`src/common/jtc_pkg.sv`:
```
// package: register map, field layout and carriers of the transport check block
package jtc_pkg;
    // printed offsets are not all multiples of four: these are indices
    localparam logic [11:0] IDX_CHECK_CONTROL   = 12'h32c;
    localparam logic [11:0] IDX_EXPECTED_LOW    = 12'h32d;
    localparam logic [11:0] IDX_EXPECTED_HIGH   = 12'h32e;
    localparam logic [11:0] IDX_CHECK_RESULT    = 12'h32f;
    localparam logic [11:0] IDX_LINK_SETUP      = 12'h333;
    localparam logic [11:0] IDX_LANE_INVERT     = 12'h334;
    localparam logic [11:0] IDX_RX_DEVICE_IDENT = 12'h400;
    localparam logic [11:0] IDX_RX_BANK_ADJUST  = 12'h401;
    localparam logic [11:0] IDX_RX_LANE0_INFO   = 12'h402;

    localparam int CTRL_ENABLE_BIT = 0;
    localparam int CTRL_CLEAR_BIT  = 1;
    localparam int CTRL_CHAN_LSB   = 2;
    localparam int CTRL_SAMPLE_LSB = 4;
    localparam logic [7:0] CTRL_WRITE_MASK = 8'h3f;

    localparam logic [1:0] CHAN_FIRST  = 2'h0;
    localparam logic [1:0] CHAN_SECOND = 2'h2;

    localparam logic [7:0] RESET_BYTE = 8'h00;

    localparam int SAMPLE_W   = 16;
    localparam int SAMPLES    = 4;
    localparam int LANES      = 8;
    localparam int LANE_W     = 32;

    // link configuration octets as carried on lane 0
    typedef struct packed {
        logic [7:0] device_ident;
        logic [3:0] adjust_step_count;
        logic [3:0] bank_ident;
        logic       adjust_direction;
        logic       phase_adjust_request;
        logic [4:0] lane0_ident;
    } jtc_link_cfg_t;

    typedef struct packed {
        logic       psel;
        logic       penable;
        logic       pwrite;
        logic [31:0] paddr;
        logic [31:0] pwdata;
    } jtc_apb_req_t;
endpackage

```
`src/logic/jtc_lane_invert.sv`:
```
// per-lane polarity inversion of deserialized data
`timescale 1ns/10ps
module jtc_lane_invert #(
    parameter int LANES  = 8,
    parameter int LANE_W = 32
) (
    input  wire logic                    clk_in,
    input  wire logic                    reset_in,
    input  wire logic [LANES-1:0]        invert_mask_in,
    input  wire logic [LANES*LANE_W-1:0] lane_data_in,
    output logic      [LANES*LANE_W-1:0] lane_data_out
);
    genvar g;
    generate
        for (g = 0; g < LANES; g++) begin : g_lane
            always_ff @(posedge clk_in) begin
                if (reset_in) begin
                    lane_data_out[g*LANE_W +: LANE_W] <= '0;
                end else begin
                    lane_data_out[g*LANE_W +: LANE_W] <=
                        lane_data_in[g*LANE_W +: LANE_W] ^
                        {LANE_W{invert_mask_in[g]}};
                end
            end
        end
    endgenerate
endmodule

```
`src/logic/jtc_top.sv`:
```
// transport check, lane inversion and lane 0 link info with apb registers
// Functional notes
// - sample index field picks which sample of the channel is compared
// - channel select 0 picks first channel, 2 picks second channel
// - writing clear bit as 1 clears stored check result
// - comparison runs only while check enable bit is 1
// - expected low byte supplies bits 7..0 of reference sample
// - expected high byte supplies bits 15..8 of reference sample
// - each set mask bit inverts all data bits of that logical lane
// - link fields captured from lane 0 only, read-only, reset zero
// - eight-bit received device ident stored read-only
// - four-bit bank ident stored in low nibble of bank register
// - five-bit lane ident in low bits; bit 7 reads zero
`timescale 1ns/10ps
module jtc_top #(
    parameter int LANES    = jtc_pkg::LANES,
    parameter int LANE_W   = jtc_pkg::LANE_W,
    parameter int SAMPLE_W = jtc_pkg::SAMPLE_W,
    parameter int SAMPLES  = jtc_pkg::SAMPLES
) (
    input  wire logic                          clk_in,
    input  wire logic                          reset_in,
    input  wire logic                          psel_in,
    input  wire logic                          penable_in,
    input  wire logic                          pwrite_in,
    input  wire logic [31:0]                   paddr_in,
    input  wire logic [31:0]                   pwdata_in,
    output logic      [31:0]                   prdata_out,
    output logic                               pready_out,
    output logic                               pslverr_out,
    input  wire logic [SAMPLES*SAMPLE_W-1:0]   chan_first_in,
    input  wire logic [SAMPLES*SAMPLE_W-1:0]   chan_second_in,
    input  wire logic                          sample_valid_in,
    input  wire logic                          link_cfg_valid_in,
    input  wire jtc_pkg::jtc_link_cfg_t        link_cfg_in,
    input  wire logic [2:0]                    link_cfg_lane_in,
    input  wire logic [LANES*LANE_W-1:0]       lane_data_in,
    output logic      [LANES*LANE_W-1:0]       lane_data_out,
    output logic [7:0]                         link_setup_out
);
    typedef enum logic [1:0] {
        JTC_IDLE   = 2'b01,
        JTC_ACCESS = 2'b10
    } jtc_bus_state_t;

    jtc_bus_state_t              bus_state_ff;
    jtc_pkg::jtc_apb_req_t       req;
    logic [7:0]                  control_ff;
    logic [7:0]                  expected_low_ff;
    logic [7:0]                  expected_high_ff;
    logic                        mismatch_ff;
    logic [7:0]                  link_setup_ff;
    logic [LANES-1:0]            invert_mask_ff;
    jtc_pkg::jtc_link_cfg_t      link_cfg_ff;
    logic [31:0]                 prdata_ff;
    logic                        pready_ff;
    logic                        pslverr_ff;
    logic [11:0]                 index;
    logic                        addr_ok;
    logic                        wr_take;
    logic                        rd_take;
    logic [7:0]                  rd_byte;
    logic                        rd_hit;
    logic [SAMPLES*SAMPLE_W-1:0] chan_data;
    logic [SAMPLE_W-1:0]         chosen;
    logic [SAMPLE_W-1:0]         expected;
    logic                        chan_legal;
    logic                        clear_req;

    assign req.psel    = psel_in;
    assign req.penable = penable_in;
    assign req.pwrite  = pwrite_in;
    assign req.paddr   = paddr_in;
    assign req.pwdata  = pwdata_in;

    // word-aligned byte address is four times the register index
    assign index   = req.paddr[13:2];
    assign addr_ok = (req.paddr[1:0] == 2'h0) && (req.paddr[31:14] == '0);
    // answer is registered: pready rises in the second access cycle
    assign wr_take = req.psel && req.penable && pready_ff && req.pwrite;
    assign rd_take = req.psel && req.penable && !pready_ff && !req.pwrite;

    always_ff @(posedge clk_in) begin
        if (reset_in) begin
            bus_state_ff <= JTC_IDLE;
            pready_ff    <= 1'b0;
        end else begin
            unique case (bus_state_ff)
                JTC_IDLE: begin
                    pready_ff <= 1'b0;
                    if (req.psel && req.penable) begin
                        bus_state_ff <= JTC_ACCESS;
                        pready_ff    <= 1'b1;
                    end
                end
                JTC_ACCESS: begin
                    bus_state_ff <= JTC_IDLE;
                    pready_ff    <= 1'b0;
                end
            endcase
        end
    end

    always_comb begin
        rd_byte = 8'h00;
        rd_hit  = 1'b1;
        case (index)
            jtc_pkg::IDX_CHECK_CONTROL:
                rd_byte = control_ff & jtc_pkg::CTRL_WRITE_MASK;
            jtc_pkg::IDX_EXPECTED_LOW:    rd_byte = expected_low_ff;
            jtc_pkg::IDX_EXPECTED_HIGH:   rd_byte = expected_high_ff;
            jtc_pkg::IDX_CHECK_RESULT:    rd_byte = {7'h00, mismatch_ff};
            jtc_pkg::IDX_LINK_SETUP:      rd_byte = link_setup_ff;
            jtc_pkg::IDX_LANE_INVERT:     rd_byte = 8'(invert_mask_ff);
            jtc_pkg::IDX_RX_DEVICE_IDENT:
                rd_byte = link_cfg_ff.device_ident;
            jtc_pkg::IDX_RX_BANK_ADJUST:
                rd_byte = {link_cfg_ff.adjust_step_count,
                           link_cfg_ff.bank_ident};
            jtc_pkg::IDX_RX_LANE0_INFO:
                rd_byte = {1'b0, link_cfg_ff.adjust_direction,
                           link_cfg_ff.phase_adjust_request,
                           link_cfg_ff.lane0_ident};
            default: rd_hit = 1'b0;
        endcase
    end

    // read data and error are registered on the same edge that raises pready
    always_ff @(posedge clk_in) begin
        if (reset_in) begin
            prdata_ff  <= 32'h0000_0000;
            pslverr_ff <= 1'b0;
        end else if (req.psel && req.penable && !pready_ff) begin
            prdata_ff  <= (rd_take && addr_ok && rd_hit) ?
                          {24'h00_0000, rd_byte} : 32'h0000_0000;
            pslverr_ff <= !(addr_ok && rd_hit);
        end else if (!req.psel) begin
            pslverr_ff <= 1'b0;
        end
    end

    // writable registers; unmapped or read-only targets ignore writes
    always_ff @(posedge clk_in) begin
        if (reset_in) begin
            control_ff       <= jtc_pkg::RESET_BYTE;
            expected_low_ff  <= jtc_pkg::RESET_BYTE;
            expected_high_ff <= jtc_pkg::RESET_BYTE;
            link_setup_ff    <= jtc_pkg::RESET_BYTE;
            invert_mask_ff   <= '0;
        end else if (wr_take && addr_ok) begin
            case (index)
                jtc_pkg::IDX_CHECK_CONTROL:
                    control_ff <= req.pwdata[7:0] &
                                  jtc_pkg::CTRL_WRITE_MASK;
                jtc_pkg::IDX_EXPECTED_LOW:
                    expected_low_ff <= req.pwdata[7:0];
                jtc_pkg::IDX_EXPECTED_HIGH:
                    expected_high_ff <= req.pwdata[7:0];
                jtc_pkg::IDX_LINK_SETUP:
                    link_setup_ff <= req.pwdata[7:0];
                jtc_pkg::IDX_LANE_INVERT:
                    invert_mask_ff <= req.pwdata[LANES-1:0];
                default: ;
            endcase
        end
    end

    // codes 1 and 3 name no channel, so the check is held off for them
    always_comb begin
        chan_legal = 1'b1;
        case (control_ff[jtc_pkg::CTRL_CHAN_LSB +: 2])
            jtc_pkg::CHAN_FIRST:  chan_data = chan_first_in;
            jtc_pkg::CHAN_SECOND: chan_data = chan_second_in;
            default: begin
                chan_data  = chan_first_in;
                chan_legal = 1'b0;
            end
        endcase
    end

    assign chosen = chan_data[
        control_ff[jtc_pkg::CTRL_SAMPLE_LSB +: 2] * SAMPLE_W
        +: SAMPLE_W];
    assign expected  = {expected_high_ff, expected_low_ff};
    assign clear_req = control_ff[jtc_pkg::CTRL_CLEAR_BIT];

    // the clear is a level, so a held clear keeps the flag low
    always_ff @(posedge clk_in) begin
        if (reset_in) begin
            mismatch_ff <= 1'b0;
        end else if (control_ff[jtc_pkg::CTRL_ENABLE_BIT] && chan_legal &&
                     sample_valid_in && !clear_req &&
                     (chosen != expected)) begin
            mismatch_ff <= 1'b1;
        end else if (clear_req) begin
            mismatch_ff <= 1'b0;
        end
    end

    always_ff @(posedge clk_in) begin
        if (reset_in) begin
            link_cfg_ff <= '0;
        end else if (link_cfg_valid_in && link_cfg_lane_in == 3'h0) begin
            link_cfg_ff <= link_cfg_in;
        end
    end

    jtc_lane_invert #(
        .LANES  (LANES),
        .LANE_W (LANE_W)
    ) u_invert (
        .clk_in         (clk_in),
        .reset_in       (reset_in),
        .invert_mask_in (invert_mask_ff),
        .lane_data_in   (lane_data_in),
        .lane_data_out  (lane_data_out)
    );

    assign prdata_out     = prdata_ff;
    assign pready_out     = pready_ff;
    assign pslverr_out    = pslverr_ff;
    assign link_setup_out = link_setup_ff;

    property p_mismatch_sets;
        @(posedge clk_in) disable iff (reset_in)
        (control_ff[0] && chan_legal && sample_valid_in && !control_ff[1]
         && chosen != expected) |=> mismatch_ff;
    endproperty
    a_mismatch_sets: assert property (p_mismatch_sets)
        else $error("mismatch not flagged");

    property p_disabled_holds;
        @(posedge clk_in) disable iff (reset_in)
        (!control_ff[0] && !control_ff[1]) |=> $stable(mismatch_ff);
    endproperty
    a_disabled_holds: assert property (p_disabled_holds)
        else $error("flag moved while check disabled");

    property p_clear_wins;
        @(posedge clk_in) disable iff (reset_in)
        control_ff[1] |=> !mismatch_ff;
    endproperty
    a_clear_wins: assert property (p_clear_wins)
        else $error("clear did not clear flag");

    property p_sticky;
        @(posedge clk_in) disable iff (reset_in)
        (mismatch_ff && !control_ff[1]) |=> mismatch_ff;
    endproperty
    a_sticky: assert property (p_sticky)
        else $error("flag dropped without clear");

    property p_match_no_set;
        @(posedge clk_in) disable iff (reset_in)
        (!mismatch_ff && chosen == expected) |=> !mismatch_ff;
    endproperty
    a_match_no_set: assert property (p_match_no_set)
        else $error("flag set on matching sample");

    property p_lane0_only;
        @(posedge clk_in) disable iff (reset_in)
        (link_cfg_valid_in && link_cfg_lane_in != 3'h0) |=>
            $stable(link_cfg_ff);
    endproperty
    a_lane0_only: assert property (p_lane0_only)
        else $error("link info taken from other lane");

    property p_lane0_capture;
        @(posedge clk_in) disable iff (reset_in)
        (link_cfg_valid_in && link_cfg_lane_in == 3'h0) |=>
            link_cfg_ff == $past(link_cfg_in);
    endproperty
    a_lane0_capture: assert property (p_lane0_capture)
        else $error("lane 0 link info not captured");

    property p_invert;
        @(posedge clk_in) disable iff (reset_in)
        ##1 lane_data_out[LANE_W-1:0] == ($past(lane_data_in[LANE_W-1:0])
            ^ {LANE_W{$past(invert_mask_ff[0])}});
    endproperty
    a_invert: assert property (p_invert)
        else $error("lane 0 inversion wrong");

    property p_reserved_ctrl;
        @(posedge clk_in) disable iff (reset_in)
        control_ff[7:6] == 2'h0;
    endproperty
    a_reserved_ctrl: assert property (p_reserved_ctrl)
        else $error("reserved control bits set");

    property p_illegal_chan_idle;
        @(posedge clk_in) disable iff (reset_in)
        (!chan_legal && !mismatch_ff) |=> !mismatch_ff;
    endproperty
    a_illegal_chan_idle: assert property (p_illegal_chan_idle)
        else $error("flag set for unnamed channel code");

    property p_pready_pulse;
        @(posedge clk_in) disable iff (reset_in)
        pready_ff |=> !pready_ff;
    endproperty
    a_pready_pulse: assert property (p_pready_pulse)
        else $error("pready held past one cycle");
endmodule

```
`config.mk`:
```
export PLATFORM = sky130hd
export DESIGN_NAME = jtc_top
export DESIGN_NICKNAME = d
export VERILOG_FILES = /design/src/common/jtc_pkg.sv /design/src/logic/jtc_lane_invert.sv /design/src/logic/jtc_top.sv
export SDC_FILE = /design/constraint.sdc
export NUM_CORES = 1
export LEC_CHECK = 0
export BUFFER_PORTS_ARGS = -buffer_cell sky130_fd_sc_hd__buf_2
export CAP_MARGIN = 20
export CORE_AREA = 3 3 305 307
export CTS_CLUSTER_DIAMETER = 120
export CTS_CLUSTER_SIZE = 28
export DETAILED_ROUTE_END_ITERATION = 12
export DIE_AREA = 0 0 308 310
export REMOVE_ABC_BUFFERS = 1
export SETUP_SLACK_MARGIN = 0.5
export SYNTH_ARGS = -nofsm -noshare
export SYNTH_HDL_FRONTEND = slang
export SYNTH_SLANG_ARGS = --single-unit
```
`constraint.sdc`:
```
create_clock -name clk_in -period 4.85 [get_ports clk_in]
set_input_delay 0.7275 -clock clk_in [delete_from_list [all_inputs] [get_ports clk_in]]
set_output_delay 0.7275 -clock clk_in [all_outputs]
set_load 0.02 [all_outputs]
```
After elaboration in Yosys (flattened, before gate mapping)
Index checks and enable logic that the tools add are counted.

storage, ports and cells
  bits in registers = 354
  bits of input ports = 481
  output and inout bits = 298

cells by class
  mux-type cells = 13
  shifts and indexed selects = 1
  equal/unequal tests = 15
  bitwise operators = 8
  reduce and logical (&&, ||, !) cells = 31

operators by type and width
  cell                                                    number
  bitwise XOR 32 bit                                      8
  == test 12 x 10 -> 1 bit (second input constant)        6
  case mux 8 bit (9 select lines)                         1
  two-way mux 64 bit                                      1
  variable part select 64 x 7 -> 16 bit                   1
  == test 12 x 11 -> 1 bit (second input constant)        3
  logical NOT 18 bit                                      1
  inequality test 16 bit                                  1
  logical AND 1 bit                                       15
  AND reduction 2 bit                                     5
  OR reduction 9 bit                                      1
  two-way mux 8 bit                                       1
  two-way mux 1 bit                                       7
  == test 2 bit (second input constant)                   2
  logical NOT 1 bit                                       4
  logical NOT 2 bit                                       2
  case mux 2 bit (2 select lines)                         1
  logical NOT 3 bit                                       1
  == test 2 x 1 -> 1 bit (second input constant)          1
  two-way mux 2 bit                                       1
  inequality test 2 x 1 -> 1 bit (second input constant)  1
  inequality test 2 bit (second input constant)           1
  case mux 1 bit (2 select lines)                         1
  nonzero test 2 bit                                      1
  OR reduction 2 bit                                      1

Longest topological paths before layout
Gate-level depths: netlist (run 1).

  word-level depth = 8
  depth in mapped cells = 10
  mapped depth without buffers = 7

By module
A second synthesis (run 1) with hierarchy kept.

second synthesis, totals
  cells, all modules = 1409
  area, all modules = 13923.4 um^2

by module, submodules not included
  module           instances  area each (um^2)  cells an instance
  jtc_lane_invert  1          9078.7            828
  jtc_top          1          4844.6            581

Worst setup path after synthesis (run 1)
OpenSTA, ideal clock, no wires.

  path type = input to register
  start = input paddr_in[9]
  end = register prdata_ff[1], in the netlist prdata_out[1]
  stages = 8
  setup slack = 2.559 ns
  required time = 4.780 ns
  arrival = 2.221 ns
  library setup time = 0.070 ns
  cells stage by stage = nor3_4 and4b_1 buf_2 o21a_1 o21ai_1 nor3_2 a21bo_2 a21oi_1

on the way
  longest elaborated chain between the ends = 5

ends and longest elaborated chain
  item                                                                  RTL line        RTL
  start: declaration                                                    jtc_top.sv:26   input wire logic [31:0] paddr_in,
  == test 12 x 10 -> 1 bit or == test 12 x 11 -> 1 bit (tied branches)  jtc_top.sv:107  case (index)
  OR reduction 9 bit (no line)                                          -
  two-way mux 1 bit                                                     jtc_top.sv:107
  logical AND 1 bit                                                     jtc_top.sv:134  prdata_ff <= (rd_take && addr_ok && rd_hit) ?
  two-way mux 8 bit *                                                   jtc_top.sv:134
  end signal: assignment                                                jtc_top.sv:134
  end: declaration                                                      jtc_top.sv:55   logic [31:0] prdata_ff;

Every way passes the cells marked *; elsewhere a longest branch is shown, timed or not.
A chain may end at the register's enable or synchronous reset.

Worst setup path in the final report (run 1)
  start = register control_ff[2]
  end = register mismatch_ff

on the way
  longest elaborated chain between the ends = 8

ends and longest elaborated chain
  item                                                                        RTL line        RTL
  start: declaration                                                          jtc_top.sv:48   logic [7:0] control_ff;
  start signal: assignment                                                    jtc_top.sv:145  control_ff <= jtc_pkg::RESET_BYTE;
  start signal: assignment                                                    jtc_top.sv:153  control_ff <= req.pwdata[7:0] &
  parallel branches: the longest is 6 deep, another holds two-way mux 64 bit  -
  logical AND 1 bit *                                                         jtc_top.sv:192  sample_valid_in && !clear_req &&
  two-way mux 1 bit or nonzero test 2 bit (tied branches)                     -
  end signal: assignment                                                      jtc_top.sv:190  mismatch_ff <= 1'b0;
  end signal: assignment                                                      jtc_top.sv:194  mismatch_ff <= 1'b1;
  end signal: assignment                                                      jtc_top.sv:196  mismatch_ff <= 1'b0;
  end: declaration                                                            jtc_top.sv:51   logic mismatch_ff;

Mark *: on every way between the ends.

==> reports/qor.yml, run 1 <==
yosysWarnings: 0
area_growth_pct: 41.2
outcome: "complete, no violations"
path_cells: "nand2b_4 > mux4_1 > mux2i_1 > xor2_1 > nand4_1 > nor4_1 > o21ai_1"
numCtsBuffers: 19
ys_top_cells_by_count: "dfxtp_1 (330), nor2_1 (310), xnor2_1 (265), clkbuf_1 (82), nand2_1 (69)"
synth_top_area_cell: "dfxtp_1"
dr.pass1.iters: 6
p_clk_share_pct: 34.1
cts_resized: 0
synthMuxAreaShare_pct: 6.11
setup_viol: 0
post-place-ws_ns: 1.70
post-route-util_pct: 20.8
grt_first_pass_wirelength_um: 73700
clock_latency_ns: 0.58
worst_r2r_startpoint: "control_ff[2]$_SDFFE_PP0P_"
tritoncts: "built"
drt-initial-drc-count: 913
hold_buffers: 0
grtUsageTotal_pct: 10.4
finClkSkew_ns: 0.0584
place_inst: 3197
die_h_um: 310
reg2regPathDepth: 7
synth.area.top_cells: "dfxtp_1 (50%), xnor2_1 (17%), nor2_1 (8.8%)"
grt_setup_unrepaired: "false"
intPower_mw: 3.97
cap_viol_max_count: 0
synth_xor_xnor_area_share_pct: 17.9
crit_fanout: 50
place_area_mm2: 0.0181
row_count: 110
initial_utilization_pct: 14.7
min_path_type: "in -> reg"
crit_path_start: "control_ff[2]$_SDFFE_PP0P_"
io_pins: 779
grt_pass1_vias: 11200
path_clk_slew_ns: 0.12
ys_seq_area_share_pct: 49.7
drc: 0
seq_area_mm2: 0.00662
peakVddDrop_mv: 0.174
fp.dieW_um: 308
grt.overflow.total: 0
crit_type: "reg -> reg"
ant_nets: 0
max_freq_ghz: 0.351
htreeDepth: 1
crit_path_start_kind: "flop"
synth_top_family_by_area: "XOR/XNOR gates"
grt_antenna_before_repair: 13
wirelength_um: 54500
crit_slowest_cell: "mux4_1"
dp_hpwl_um: 43800
vias_per_cell: 3.65
syn_inst: 1372
synth_edf_count: 0
wire_per_inst_um: 16.9
p_leak_nw: 8.41
synth-compound-area-share_pct: 5.75
numClockSinks: 330
setup_tns_ns: 0
synth.avg_cell_area_um2: 9.69
share_seq_of_total_power_pct: 51.7
netSwitchingFraction_pct: 28.2
multi_input_area_mm2: 0.00618
hold_violations: 0
crit_family: "multiplexers"
stdcell_count: 3226
root_buffer: "clkbuf_16"
yosysTopAreaCellShare_pct: 49.7
tightest_slew_ns: 1.07
ff2ff_setup_slack_ns: 2.00
finalWorstSetupSlack_ns: 2.00
yosysMostFrequentCell: "dfxtp_1"
power_mw: 5.52
num_vias: 11800
drive_above_1_share_pct: 39.2
core_mm2: 0.0903
synth-simple-area-share_pct: 16.0
grt_start_max_net_pins: 120
endpoint_kind: "flop"
synthAdderAreaFrac_pct: 0
slew_violations: 0
period_minus_slack_ns: 2.85
cts_buffer_depth: 3
final_area_mm2: 0.0188
yosys.cell_types.count: 50
ys.flop_type: "dfxtp_1"
pwr_density_cell_mw_per_mm2: 294
r2r-end: "mismatch_ff$_SDFFE_PP0P_"
nFillCells: 10000
setup.worst_path.end: "mismatch_ff$_SDFFE_PP0P_"
ys_ff_latch: 330
syn_area_mm2: 0.0133
crit_buf_inv: 0
post-cts-setup-buffers: 0
combPwrFrac_pct: 14.2
cp.depth: 7
portBuffers: 730
layout.nets: 2523
gp_congestion: 0.879
dieArea_mm2: 0.0955
async_flop_share_pct: 0
fin_crit_sh_pct: 58.8
critical_path_required_ns: 5.28
p_switching_mw: 1.56
fin_hold_ws_ns: 0.368
arrival_ns: 3.28
slew_headroom_pct: 27.6
max_stage_delay_ns: 0.63
==> worst min-delay path by stage <==
stage | startpoint | to | slack [ns] | depth (start not counted)
detailed placement | link_cfg_ff[8]$_SDFFE_PP0P_ | link_cfg_ff[8]$_SDFFE_PP0P_ | 0.45 | 2
global placement | prdata_out[1]$_SDFFE_PP0P_ | prdata_out[1]$_SDFFE_PP0P_ | 0.44 | 2
CTS | lane_data_in[123] | u_invert.lane_data_out[123]$_SDFF_PP0_ | 0.31 | 3
floorplan | mismatch_ff$_SDFFE_PP0P_ | mismatch_ff$_SDFFE_PP0P_ | 0.43 | 2
finish | lane_data_in[78] | u_invert.lane_data_out[78]$_SDFF_PP0_ | 0.37 | 3
global route | lane_data_in[41] | u_invert.lane_data_out[41]$_SDFF_PP0_ | 0.33 | 3
==> worst register-to-register path, delay by kind of cell, from the launching register on <==
kind	cells	cell delay, ns
flops	1	0.35
xor+xnor	1	0.19
simple gates	3	1.03
compound gates	1	0.09
mux	2	1.09
==> power groups by stage <==
stage | Clock, mW | Sequential [mW] | Combinational [mW]
2_1_floorplan | 0 | 3.07 | 0.196
3_3_place_gp | 0 | 2.92 | 0.784
3_5_place_dp | 0 | 2.92 | 0.789
4_1_cts | 1.99 | 2.86 | 0.792
5_1_grt | 2.07 | 2.87 | 0.844
6_report | 1.88 | 2.86 | 0.783
==> routing by layer <==
layer	share of wire, %	vias up	track usage, %
met5	0.042	-	0
met4	2.2	4	2.80
met3	9.7	68	3.53
met2	48	505	17.9
met1	40	5450	12.4
li1	-	5735	-
==> registers in the layout, summed over array words and instances (netlist names), 2 cells and up <==
signal / flops
invert_mask_ff: 8
link_cfg_ff: 23
expected_high_ff: 8
control_ff: 6
prdata_out: 8
link_setup_out: 8
expected_low_ff: 8
u_invert.lane_data_out: 256
bus_state_ff: 2
==> placed cells by master, fill, tap and decap left out, types with 3 or more instances in the layout <==
cell type	instances
o22ai_1	4
dfxtp_1	322
a22oi_1	18
mux4_2	10
mux2i_1	47
buf_2	729
nand2_1	69
xnor2_1	265
a22o_1	5
clkbuf_16	19
nor2b_1	3
buf_4	16
nor2_1	310
a211oi_1	36
nand2b_1	4
nand4_1	6
and2_1	3
clkinv_16	4
dfxtp_2	8
a32oi_1	3
nand3_1	3
inv_1	3
a221o_1	3
a21oi_1	32
conb_1	24
and3b_1	36
mux4_1	4
xor2_1	7
nor4_1	16
nor3_1	5
==> cell families (layout without fill, tap and decap cells) <==
logic type,Yosys count,count (layout)
AOI/OAI and AO/OA,111,111
xor gates and xnor gates,272,272
buffers and inverters,125,779
DFF,330,330
muxes,62,62
other,1,25
and+or+nand+nor,471,471
==> cell type report <==
cell class | count | share of cell area, %
Clock inverter | 7 | 0.814
Sequential cell | 330 | 35.3
Antenna cell | 1 | 0.0133
Tap cell | 1176 | 7.84
Inverter | 3 | 0.0600
Timing Repair Buffer | 748 | 20.4
Clock buffer | 21 | 2.68
Multi-Input combinational cell | 940 | 32.9
(Power assumes the default switching activity.)
==> run 2: changes to the inputs <==
- ABC_AREA: unset -> 1
- CORE_AREA: 3 3 305 307 -> 3 3 302 304
- DIE_AREA: 0 0 308 310 -> 0 0 305 307
- clock period: 4.85 -> 2.3 ns (I/O delays scaled with it)
==> reports/qor.yml, run 2 <==
largest_reg_flops: 256  # unchanged
grtUsageTotal_pct: 12.0  # +1.6 points
peakVddDrop_mv: 0.476  # +170%
seq_area_mm2: 0.00662  # +0.11%
num_vias: 14400  # +23%
hold_violations: 0  # unchanged
drt-initial-drc-count: 1054  # +15%
path_clk_slew_ns: 0.12  # about the same
grt_setup_unrepaired: "true"
area_growth_pct: 57.2
busiest_layer: "met2"
cap_viol_max_count: 0  # unchanged
regMostFlops: "u_invert.lane_data_out"
synth.avg_cell_area_um2: 8.07  # -17%
drc: 0  # unchanged
slew_violations: 0  # unchanged
yosys.cell_types.count: 35  # -30%
fp.dieW_um: 305  # -0.97%
ys_ff_latch: 330  # unchanged
min_path_type: "in -> reg"
grt_first_pass_wirelength_um: 86200  # +17%
wirelength_um: 60200  # +10%
multi_input_area_mm2: 0.00648  # +4.9%
max_freq_ghz: 0.528  # +51%
grt_use_met2_pct: 21.0  # +3.1 points
htreeDepth: 1  # unchanged
slew_headroom_pct: 45.1  # +18 points
crit_buf_inv: 2  # +2
arrival_ns: 2.36  # -0.92 ns
critical_path_required_ns: 2.77  # -2.51 ns
endpoint_kind: "flop"
grt.overflow.total: 0  # unchanged
drive_above_1_share_pct: 33.1  # -6.1 points
numCtsBuffers: 16  # -3
post-route-util_pct: 24.7  # +3.9 points
ys.flop_type: "dfxtp_1"
nFillCells: 9575  # -4.6%
final_cell_mix: "buf_2 (729), nor2_1 (351), dfxtp_1 (320)"
yosysTopAreaCellShare_pct: 47.6  # -2.1 points
root_buffer: "clkbuf_16"
portBuffers: 730  # unchanged
wire_per_inst_um: 15.9  # -5.9%
vias_per_cell: 3.81  # +4.6%
tightest_slew_ns: 0.822  # -0.250 ns
grt_antenna_before_repair: 11  # -2
initial_utilization_pct: 15.7  # +0.97 points
synth_top_area_cell: "dfxtp_1"
period_minus_slack_ns: 1.89  # -0.958 ns
gp_congestion: 0.806  # -8.4%
finalWorstSetupSlack_ns: 0.407  # -1.59 ns
outcome: "complete, no violations"
path_cells: "buf_12 > nand2_8 > buf_12 > nand2_1 > nand3_1 > nand3_1 > nand2_1 > nand2_1 > nand2_1 > nor2_4 > nand2_2 > nor2_2 > nand2_2 > nand2_2 > a21oi_1"
finClkSkew_ns: 0.0264  # -0.0321 ns
crit_fanout: 9  # -82%
ant_nets: 0  # unchanged
met1_usage_pct: 13.5  # +1.1 points
yosysWarnings: 0  # unchanged
ys_seq_area_share_pct: 47.6  # -2.1 points
numClockSinks: 330  # unchanged
crit_family: "simple AND/OR/NAND/NOR gates"
crit_path_start_kind: "flop"
row_count: 109  # -0.91%
p_leak_nw: 9.90  # +18%
dr.pass1.iters: 6  # unchanged
clock_latency_ns: 0.56  # -0.02 ns
dieArea_mm2: 0.0936  # -1.9%
grt_pass1_vias: 14100  # +26%
use_met3_pct: 3.16  # -0.36 points
yosysMostFrequentCell: "nor2_1"
fin_crit_sh_pct: 82.3  # +24 points
die_h_um: 307  # -0.97%
grt_start_max_net_pins: 67  # -44%
setup_viol: 0  # unchanged
cpMostUsedCell: "nand2_1"
crit_slowest_cell: "dfxtp_4"
top_regs: "u_invert.lane_data_out (256), link_cfg_ff (23)"
core_mm2: 0.0885  # -2.0%
synth_edf_count: 0  # unchanged
max_stage_delay_ns: 0.39  # -0.24 ns
io_pins: 779  # unchanged
post-place-ws_ns: 0.163  # -1.53 ns
dp_hpwl_um: 45500  # +3.9%
layout.nets: 3094  # +23%
ys_top_cells_by_count: "nor2_1 (355), dfxtp_1 (330), xnor2_1 (256), nand2_1 (201), nand3_1 (190)"
crit_type: "reg -> reg"
syn_area_mm2: 0.0139  # +4.5%
synth.area.top_cells: "dfxtp_1 (48%), xnor2_1 (16%), nor2_1 (9.6%)"
syn_inst: 1720  # +25%
layout_commonest_cell: "buf_2"
async_flop_share_pct: 0  # unchanged
tritoncts: "built"
pwr_density_cell_mw_per_mm2: 529  # +80%
cts_buffer_depth: 3  # unchanged
==> run 2: metrics by stage <==
step	TNS (ns)	cells	power (mW)	area (um2)	hold slack, ns
4_1_cts	0	3780	11.7	21700	0.000439
6_report	0	3785	11.5	21800	0.0436
2_1_floorplan	-0.362	1613	6.95	13300	0.414
5_1_grt	0	3784	12.0	21800	0.0259
3_3_place_gp	0	3550	7.88	18900	0.441
3_5_place_dp	0	3550	7.89	18900	0.447
==> run 2: worst reg2reg max path: stages (launching register included) <==
cell and delay, ns:
dfxtp_4 0.39, buf_12 0.14, nand2_8 0.10, buf_12 0.16, nand2_1 0.07, nand3_1 0.07, nand3_1 0.12, nand2_1 0.06
nand2_1 0.05, nand2_1 0.08, nor2_4 0.16, nand2_2 0.08, nor2_2 0.12, nand2_2 0.09, nand2_2 0.07, a21oi_1 0.05
==> run 2: layer usage <==
layer	up-vias	share of wire [%]
li1	7116	-
met1	6589	39
met2	610	49
met3	110	7.4
met4	8	4.9
met5	-	0.086
==> run 2: logic make-up after synthesis <==
family,count (synthesis),share of synthesized area (%)
AOI/OAI and AO/OA,135,5.05
xor gates and xnor gates,256,16.1
buffers and inverters,221,7.49
DFF,330,47.6
other,1,0.0270
and+or+nand+nor,777,23.7
==> run 2: path summary, 6_finish.rpt <==
path | start | end | slack (ns) | depth (start not counted)
worst max register to register | control_ff[3]$_SDFFE_PP0P_ | mismatch_ff$_SDFFE_PP0P_ | 0.41 | 15
worst min-delay path | lane_data_in[248] | u_invert.lane_data_out[248]$_SDFF_PP0_ | 0.04 | 3
worst max-delay path | control_ff[3]$_SDFFE_PP0P_ | mismatch_ff$_SDFFE_PP0P_ | 0.41 | 15
worst min register to register | link_cfg_ff[8]$_SDFFE_PP0P_ | link_cfg_ff[8]$_SDFFE_PP0P_ | 0.46 | 2
==> run 2: cell type report <==
class,count,share of cell area (%)
multi-input combinational,1193,29.7
antenna,3,0.0344
timing repair buffer,981,29.4
clock buffer,19,1.98
tap,1165,6.68
inverter,91,1.62
clock inverter,3,0.281
sequential,330,30.4
==> run 2: power by group <==
part | internal [mW] | total (mW) | leakage, nW | switching, mW
Sequential | 5.97 | 6.04 | 2.74 | 0.0720
Combinational | 0.940 | 2.00 | 6.92 | 1.06
Clock | 1.50 | 3.50 | 0.242 | 2.00
Total | 8.40 | 11.5 | 9.90 | 3.13
==> run 2: repair_timing <==
item                                   CTS  global route
buffers inserted                         8             1
gates resized for setup                 41            11
cloned                                   5             1
setup endpoints to repair                1             1
endpoints found under the hold margin  195             0
pin swaps                                8             9
hold buffers                           195             0
==> run 3: changes to the inputs <==
- clock period: 2.3 -> 1.8 ns (I/O delays scaled with it)
==> reports/qor.yml, run 3 (synthesized netlist as in run 2, its figures left out) <==
outcome: "finished with violations"
violations: "negative setup slack"
grt_pass1_vias: 15500  # +9.8%
drt-initial-drc-count: 1244  # +18%
dp_hpwl_um: 46400  # +1.8%
fin_crit_sh_pct: 107  # +25 points
area_growth_pct: 86.2
arrival_ns: 2.40  # +0.04 ns
numClockSinks: 330  # unchanged
numCtsBuffers: 16  # unchanged
portBuffers: 730  # unchanged
layout_commonest_cell: "buf_2"
grt_use_met2_pct: 24.0  # +3.0 points
crit_path_start_kind: "flop"
grt_setup_unrepaired: "true"
fin_hold_ws_ns: 0.0267  # -0.0170 ns
drc: 0  # unchanged
grt_first_pass_wirelength_um: 94800  # +9.9%
wirelength_um: 67300  # +12%
intPower_mw: 11.2  # +33%
largest_reg_flops: 256  # unchanged
netSwitchingFraction_pct: 27.5  # +0.34 points
core_mm2: 0.0885  # unchanged
top_regs: "u_invert.lane_data_out (256), link_cfg_ff (23)"
drive_above_1_share_pct: 48.3  # +15 points
initial_utilization_pct: 15.7  # unchanged
critical_path_required_ns: 2.27  # -0.50 ns
busiest_layer: "met2"
cap_viol_max_count: 0  # unchanged
finClkSkew_ns: 0.0237  # -0.00270 ns
hold_violations: 0  # unchanged
p_switching_mw: 4.25  # +36%
endpoint_kind: "flop"
htreeDepth: 1  # unchanged
grtUsageTotal_pct: 13.0  # +1.0 points
peakVddDrop_mv: 0.786  # +65%
vias_per_cell: 3.95  # +3.5%
tritoncts: "built"
pwr_density_cell_mw_per_mm2: 598  # +13%
finalWorstSetupSlack_ns: -0.128  # -0.535 ns
dr.pass1.iters: 5  # -1
place_area_mm2: 0.0193  # +2.0%
die_h_um: 307  # unchanged
path_clk_slew_ns: 0.12  # about the same
grt_start_max_net_pins: 63  # -6.0%
root_buffer: "clkbuf_16"
min_path_type: "in -> reg"
max_freq_ghz: 0.519  # -1.8%
p_leak_nw: 11.1  # +12%
crit_fanout: 7  # -2
num_vias: 15500  # +7.5%
p_clk_share_pct: 28.4  # -1.9 points
gp_congestion: 0.814  # +1.1%
layout.nets: 3239  # +4.7%
wire_per_inst_um: 17.1  # +7.8%
regMostFlops: "u_invert.lane_data_out"
setup_viol: 1  # +1
combPwrFrac_pct: 20.8  # +3.5 points
met1_usage_pct: 14.3  # +0.83 points
clock_latency_ns: 0.56  # about the same
slew_violations: 0  # unchanged
crit_type: "reg -> reg"
grt.overflow.total: 0  # unchanged
period_minus_slack_ns: 1.93  # +0.0348 ns
dieArea_mm2: 0.0936  # unchanged
grt_antenna_before_repair: 8  # -3
share_seq_of_total_power_pct: 50.8  # -1.5 points
tightest_slew_ns: 0.529  # -0.293 ns
nFillCells: 9026  # -5.7%
fp.dieW_um: 305  # unchanged
row_count: 109  # unchanged
slew_headroom_pct: 64.5  # +19 points
final_area_mm2: 0.0259  # +19%
final_cell_mix: "buf_2 (454), nor2_1 (332), buf_6 (297)"
ant_nets: 0  # unchanged
io_pins: 779  # unchanged
use_met3_pct: 3.06  # -0.10 points
cts_buffer_depth: 3  # unchanged
-- run 3: per-layer routing --
metal	vias up	wire length (um)
li1	7410	-
met3	135	4220
met4	8	2980
met5	-	57
met2	673	34400
met1	7284	25700
-- run 3: path summary, 6_finish.rpt --
kind | end | from | slack (ns) | cells after the start
worst min-delay path | u_invert.lane_data_out[97]$_SDFF_PP0_ | lane_data_in[97] | 0.03 | 3
worst max-delay path | mismatch_ff$_SDFFE_PP0P_ | control_ff[3]$_SDFFE_PP0P_ | -0.13 | 14
worst max register to register | mismatch_ff$_SDFFE_PP0P_ | control_ff[3]$_SDFFE_PP0P_ | -0.13 | 14
worst min register to register | link_cfg_ff[8]$_SDFFE_PP0P_ | link_cfg_ff[8]$_SDFFE_PP0P_ | 0.46 | 2
-- run 3: critical path: stages (launching register included) --
cell,delay [ns]
dfxtp_4,0.38
buf_12,0.14
buf_12,0.15
clkbuf_16,0.15
nand3_1,0.08
nand3_1,0.12
nand3_2,0.10
nand3_1,0.10
nand2_1,0.07
nor2_2,0.10
nand2_2,0.09
nor2_2,0.12
nand2_2,0.09
nand2_2,0.09
a21oi_2,0.05
-- run 3: per-stage QoR --
step | util [%] | TNS (ns) | setup slack (ns) | power (mW) | cells
after floorplan | - | -0.994 | -0.862 | 8.88 | 1613
after global placement | 21.8 | -6.10 | -0.353 | 10.1 | 3598
after detailed placement | 21.8 | -5.44 | -0.372 | 10.1 | 3598
after CTS | 28.0 | -0.123 | -0.123 | 15.5 | 3902
after global routing | 29.2 | -0.242 | -0.242 | 16.1 | 3927
final | 29.2 | -0.128 | -0.128 | 15.5 | 3928
-- run 3: power by group through the flow --
stage | Combinational, mW | Sequential [mW] | Clock (mW)
CTS | 3.08 | 7.84 | 4.58
global route | 3.41 | 7.89 | 4.78
floorplan | 0.604 | 8.28 | 0
global placement | 2.22 | 7.88 | 0
detailed placement | 2.23 | 7.89 | 0
finish | 3.21 | 7.86 | 4.39
-- run 3: repair_timing --
| item | CTS | global route |
|---|---|---|
| pin swaps | 26 | 76 |
| hold buffers | 272 | 0 |
| endpoints found under the hold margin | 272 | 0 |
| gates cloned | 2 | 14 |
| resized for setup | 881 | 201 |
| setup buffers | 8 | 11 |
| setup endpoints to repair | 322 | 323 |
-- run 3: area by class of cell --
class,count,area (um2),share of cell area (%)
multi-input cells,1193,7000,27.1
inverters,91,389,1.50
well taps,1165,1460,5.64
clock inverters,3,36.3,0.140
repair inverters,1,7.51,0.0290
diodes,1,2.50,0.00968
repair buffers,1125,9550,36.9
clock buffers,19,443,1.71
flip-flops and latches,330,6980,27.0
